**src/pkg/cap_consts.svh**
```systemverilog
// constants for the command/address parity checker
// included by the package and the design files; definitions only
`ifndef CAP_CONSTS_SVH
`define CAP_CONSTS_SVH
`define CAP_PL_OFF       3'h0
`define CAP_PL_4         3'h1
`define CAP_PL_5         3'h2
`define CAP_PL_6         3'h3
`define CAP_PL_8         3'h4
`define CAP_LAT_4        4'h4
`define CAP_LAT_5        4'h5
`define CAP_LAT_6        4'h6
`define CAP_LAT_8        4'h8
`define CAP_MR_PL_LSB    0
`define CAP_MR_PL_MSB    2
`define CAP_MR_STAT_BIT  4
`define CAP_MR_PERS_BIT  9
`define CAP_MR_RESET     3'h0
`define CAP_CLK_NS       50
`define CAP_ALERT_ON_NS  500
`define CAP_PW_MIN_NS    1000
`define CAP_PW_MAX_NS    2000
`define CAP_TRAS_NS      400
`define CAP_ALERT_ON_CYC (`CAP_ALERT_ON_NS / `CAP_CLK_NS)
`define CAP_PW_MIN_CYC   ((`CAP_PW_MIN_NS + `CAP_CLK_NS - 1) / `CAP_CLK_NS)
`define CAP_PW_MAX_CYC   (`CAP_PW_MAX_NS / `CAP_CLK_NS)
`define CAP_TRAS_CYC     ((`CAP_TRAS_NS + `CAP_CLK_NS - 1) / `CAP_CLK_NS)
`define CAP_FRAME_W      24
`define CAP_DEPTH        8
`endif

```
**src/pkg/cap_pkg.sv**
```systemverilog
// types for the command/address parity checker
// relies on cap_consts.svh for the frame width; state encodings are given here
`include "cap_consts.svh"
package cap_pkg;
    typedef logic [`CAP_FRAME_W-1:0] cap_frame_t;
    typedef enum logic [2:0]
    {
        CAP_IDLE   = 3'b000,
        CAP_DRAIN  = 3'b001,
        CAP_PRECH  = 3'b010,
        CAP_PULSE  = 3'b011,
        CAP_HOLD   = 3'b100
    } cap_state_t;
endpackage

```
**src/rtl/cap_delay_line.sv**
```systemverilog
// programmable delay line holding frames for the parity latency
// assumes one clock; tap index selects depth, 0 means bypass
`timescale 1ns/1ps
`include "cap_consts.svh"
module cap_delay_line
    import cap_pkg::*;
(
    // clock and reset
    input  wire logic       clk,
    input  wire logic       sys_rst,
    // frame in
    input  wire logic       in_vld,
    input  wire cap_frame_t in_frame,
    input  wire logic       in_par,
    input  wire logic [3:0] tap,
    // frame out
    output logic            out_vld,
    output cap_frame_t      out_frame,
    output logic            out_err
);
    logic       vld_q   [`CAP_DEPTH];
    cap_frame_t frame_q [`CAP_DEPTH];
    logic       err_q   [`CAP_DEPTH];

    // parity judged at capture, then carried down the pipeline
    genvar i;
    generate
        for (i = 0; i < `CAP_DEPTH; i++)
        begin : g_stage
            logic       vld_src;
            cap_frame_t frame_src;
            logic       err_src;
            if (i == 0)
            begin : g_head
                assign vld_src   = in_vld;
                assign frame_src = in_frame;
                assign err_src   = ^{in_frame, in_par};
            end
            else
            begin : g_tail
                assign vld_src   = vld_q[i-1];
                assign frame_src = frame_q[i-1];
                assign err_src   = err_q[i-1];
            end
            always_ff @(posedge clk or posedge sys_rst)
            begin
                if (sys_rst)
                begin
                    vld_q[i]   <= 1'b0;
                    frame_q[i] <= '0;
                    err_q[i]   <= 1'b0;
                end
                else
                begin
                    vld_q[i]   <= vld_src;
                    frame_q[i] <= frame_src;
                    err_q[i]   <= err_src;
                end
            end
        end
    endgenerate

    always_comb
    begin
        if (tap == 4'h0)
        begin
            out_vld   = in_vld;
            out_frame = in_frame;
            out_err   = 1'b0;
        end
        else
        begin
            out_vld   = vld_q[3'(tap - 4'h1)];
            out_frame = frame_q[3'(tap - 4'h1)];
            out_err   = err_q[3'(tap - 4'h1)];
        end
    end
endmodule

```
**config.mk**
```make
export PLATFORM = sky130hd
export DESIGN_NAME = cap_delay_line
export DESIGN_NICKNAME = d
export VERILOG_FILES = /design/src/pkg/cap_pkg.sv /design/src/rtl/cap_delay_line.sv
export VERILOG_INCLUDE_DIRS = /design/src /design/src/pkg
export SDC_FILE = /design/constraint.sdc
export NUM_CORES = 1
export LEC_CHECK = 0
export BUFFER_PORTS_ARGS = -buffer_cell sky130_fd_sc_hd__clkbuf_2
export CAP_MARGIN = 20
export CORE_ASPECT_RATIO = 0.6
export CORE_MARGIN = 3
export CORE_UTILIZATION = 40
export CTS_CLUSTER_DIAMETER = 50
export DETAILED_ROUTE_END_ITERATION = 10
export PLACE_DENSITY = 0.56
export SYNTH_ARGS = -nofsm -noshare
export SYNTH_HDL_FRONTEND = slang
export SYNTH_SLANG_ARGS = --single-unit
```
**constraint.sdc**
```tcl
create_clock -name clk -period 9.5 [get_ports clk]
set_input_delay 1.9 -clock clk [delete_from_list [all_inputs] [get_ports clk]]
set_output_delay 1.9 -clock clk [all_outputs]
set_load 0.02 [all_outputs]
```
# [Yosys cells after proc, flatten, opt, wreduce, memory -nomap -nowiden]
# Cells that the tools add are included.
[word_totals] inputBits=32 word_cells=41 regBits=208
[classes] n_reduce_logical=2 bitwise_logic=1 order_cmp=1 add_sub_neg=1 mux=12
[ops] op="$bmux 24 s3" n=1
[ops] op="$mux 24" n=3
[ops] op="$reduce_xor 25->1" n=1
[ops] op="$bmux 1 s3" n=2
[ops] op="$mux 1" n=6
[ops] op="$ge 4x4->1 const B" n=1
[ops] op="$logic_not 4->1" n=1
[ops] op="$not 3->4" n=1
[ops] op="$sub 3x1->3 const B" n=1

# [Longest topological paths before layout]
[depth] ltp_word=6 ltp_mapped=7

# [Worst setup path before layout]
# Ideal clock, no wire load.
[synth_path] path_type="in2out" start="in tap[0]" end="out out_frame[0]" required_ns=7.600 t_arrival_ns=3.470 path_stages=7 setup_slack_ns=4.130 n_path_buf=2 path_cell_list="inv_1 ha_1 buf_4 buf_4 mux2_2 o22ai_1 o31ai_1"
[synth_via] elab_chain_len=6 word_cells_on_any_way=7
[synth_lines] item="start: declaration" line="cap_delay_line.sv:15" rtl="input wire logic [3:0] tap,"
[synth_lines] item="$sub 3x1->3" line="cap_delay_line.sv:74" rtl="out_frame = frame_q[3'(tap - 4'h1)];"
[synth_lines] item="$not 3->4 (not written as such)" line="cap_delay_line.sv:74"
[synth_lines] item="$bmux 24 s3" line="cap_delay_line.sv:74"
[synth_lines] item="$mux 24 (not written as such) (2 in a row)" line="cap_delay_line.sv:74"
[synth_lines] item="$mux 24 *" line="cap_delay_line.sv:65" rtl="if (tap == 4'h0)"
[synth_lines] item="end: declaration" line="cap_delay_line.sv:18" rtl="output cap_frame_t out_frame,"
# Every way passes the cells marked *; elsewhere a longest branch is shown, timed or not. The select of a mux whose other input is x is not followed.

# [Worst setup path in the final report]
[layout_path] start="in tap[0]" end="out out_frame[23]"
# The elaborated chain is that of the path after synthesis.

==> impl_metrics.yaml <==
sta:
  whs_ns: 0.3695
  relSlewSlack_pct: 37.43
  drv_slew: 0
  hold_viol: 0
  period_share_pct: 69.42
  tns_ns: 0
  fin_skew_ns: 0.007471
  fin_crit_ns: 6.595
  rsz0062_at_grt: "false"
  finalSetupViolCount: 0
  fmax_ghz: 0.1516
  tightest_slew_ns: 0.9386
clocking:
  cts-root-buf: "clkbuf_16"
  cts.clk_slew.worst_paths_ns: 0.06
  clkSinkCount: 208
  ctsHoldBuffers: 0
  cts_setup_buffers: 0
  htreeDepth: 1
  numCtsBuffers: 19
  cts_tree: "done"
  insertion_delay_ns: 0.48
  ctsResizeCount: 0
  ctsLongestPathBuffers: 3
final_layout:
  layout_common_cells: "dfrtp_1, mux2_2, clkbuf_2"
  final_cell_area_sq_mm: 0.008537
  antenna_cells: 0
  final_util_pct: 46.88
  nets: 562
  area_growth_pct: 14.04
  nFillCells: 1587
  final_common_cell: "dfrtp_1"
  drive_gt1_share_pct: 37.29
worst_setup_path:
  crit_required_ns: 7.60
  reg2reg_slack_ns: 8.91
  cp_common_cell: "clkbuf_2"
  critPathCaptureType: "primary output"
  cpMaxStageDelayCell: "ha_4"
  setup.worst_path.start_class: "input port"
  crit_fanout: 55
  crit_arrival_ns: 4.70
  path_class: "input port to primary output"
  critical_path.cell_chain: "clkbuf_2 > inv_1 > ha_4 > buf_4 > mux2_2 > o22ai_1 > o31ai_1 > clkbuf_2"
  slowest_delay_ns: 0.79
placed_design:
  io_buffer_count: 57
  placed_area_sq_mm: 0.007959
  dp_hpwl_mm: 8.477
  place.gp.congestion: 0.7067
logic_synthesis:
  synth_area_per_cell_sq_um: 15.89
  synth-warning-count: 0
  ys_seq_area_share_pct: 69.53
  netlist_area_sq_mm: 0.007486
  syn-num-nets: 505
  ys_ff_latch: 208
  syn_inst: 471
  synth_cell_type_count: 21
die:
  fp.coreArea_sq_mm: 0.01821
  ios: 58
  dieArea_sq_mm: 0.02045
  die_y_um: 112.0
  dieWidth_um: 182.6
  start_util_pct: 41.11
  rows: 38
power_and_ir_drop:
  p_leak_nw: 3.646
  power_mw: 1.950
  ir_worst_vdd_mv: 0.1420
  powerDensity_mw_per_mm2: 228.4
drt:
  via_per_inst: 5.069
  first_iter_violations: 209
  vias: 3949
  drc: 0
  drtPass1Iterations: 4
  routed_wl_mm: 14.64
  wl_per_cell_um: 18.79
  final_antenna_net_count: 0
worst_hold_path:
  holdCritPathClass: "flop to flop"
grt:
  grt_pass1_wl_mm: 24.12
  grt_max_degree: 141
  grt_util_all_layers_pct: 14.82
  antenna_found_initial: 0
  overflow: 0
  grt_pass1_vias: 4329
status:
  status: "finished clean"
flow_run:
  maxCapViolations: 0
-- kinds of logic after synthesis --
kind of cell | synth area share (%)
adders and majority gates | 0.3342
and+or+nand+nor | 1.855
DFF | 69.53
xor gates and xnor gates | 3.376
buffers and inverters | 2.306
muxes | 15.64
AOI/OAI and AO/OA | 6.953
-- critical path, delay by kind of cell --
kind / cells / cell delay, ns
adder cells (fa/ha/maj): 1 / 0.79
AO/OA/AOI/OAI: 2 / 0.39
multiplexers: 1 / 0.40
buffers and inverters: 4 / 1.13
-- synthesized netlist by cell type, drive strengths merged --
| library cell | n | area, sq um |
|---|---|---|
| buf | 18 | 128.9 |
| o22ai | 50 | 312.8 |
| ha | 2 | 25.02 |
| xnor2 | 19 | 181.4 |
| nor3b | 1 | 12.51 |
| o31ai | 25 | 202.7 |
| xor2 | 3 | 26.28 |
| mux4 | 2 | 45.04 |
| clkbuf | 6 | 32.53 |
| dfrtp | 208 | 5205 |
| xnor3 | 2 | 45.04 |
| mux2 | 100 | 1126 |
| nand2 | 31 | 126.4 |
| inv | 3 | 11.26 |
| a21oi | 1 | 5.000 |
-- registers in the layout, indices dropped and copies added, names as in the netlist --
name / cells
g_stage.err_src: 7
g_stage.frame_src: 168
vld_q: 1
frame_q: 24
g_stage.vld_src: 7
err_q: 1
-- layout make-up --
cell class	count	area [sq um]	share of cell area, %
Clock buffer	29	563.0	6.595
Clock inverter	3	15.01	0.1759
Inverter	3	18.77	0.2198
Multi-Input combinational cell	236	2127	24.92
Sequential cell	208	5205	60.97
Tap cell	240	300.3	3.518
Timing Repair Buffer	60	307.8	3.605
-- final timing paths --
path,startpoint,to,depth (start not counted)
worst max register to register,g_stage[1].err_src,g_stage[2].err_src,0
worst min register to register,g_stage[2].vld_src,g_stage[3].vld_src,0
max in group asynchronous,sys_rst,g_stage[5].frame_src[7],3
worst max-delay path,tap[0],out_frame[23],8
min in group asynchronous,sys_rst,g_stage[4].err_src,2
worst min-delay path,g_stage[2].vld_src,g_stage[3].vld_src,0
-- report_power, final --
group,internal [mW],leakage [nW],switching [mW]
sequential,0.947,2.42,0.0320
combinational,0.115,0.935,0.139
clock,0.407,0.288,0.310
total,1.47,3.65,0.481
-- per-stage QoR --
step                instances  worst slack, ns
floorplan                 471            1.919
global placement          747            2.972
detailed placement        747            2.890
CTS                       779            2.897
global route              779            2.719
finish                    779            2.905
-- layer usage --
layer  GRT usage (%)  vias up  routed length, um  share of wire, %
li1                -     1809                  -                 -
met4           3.753        0                351               2.4
met2           21.51       70               6182                42
met3           3.428       30                574               3.9
met5               0        -                  0                 0
met1           22.62     2040               7529                51
No activity file was read; power rests on OpenSTA's default activity.
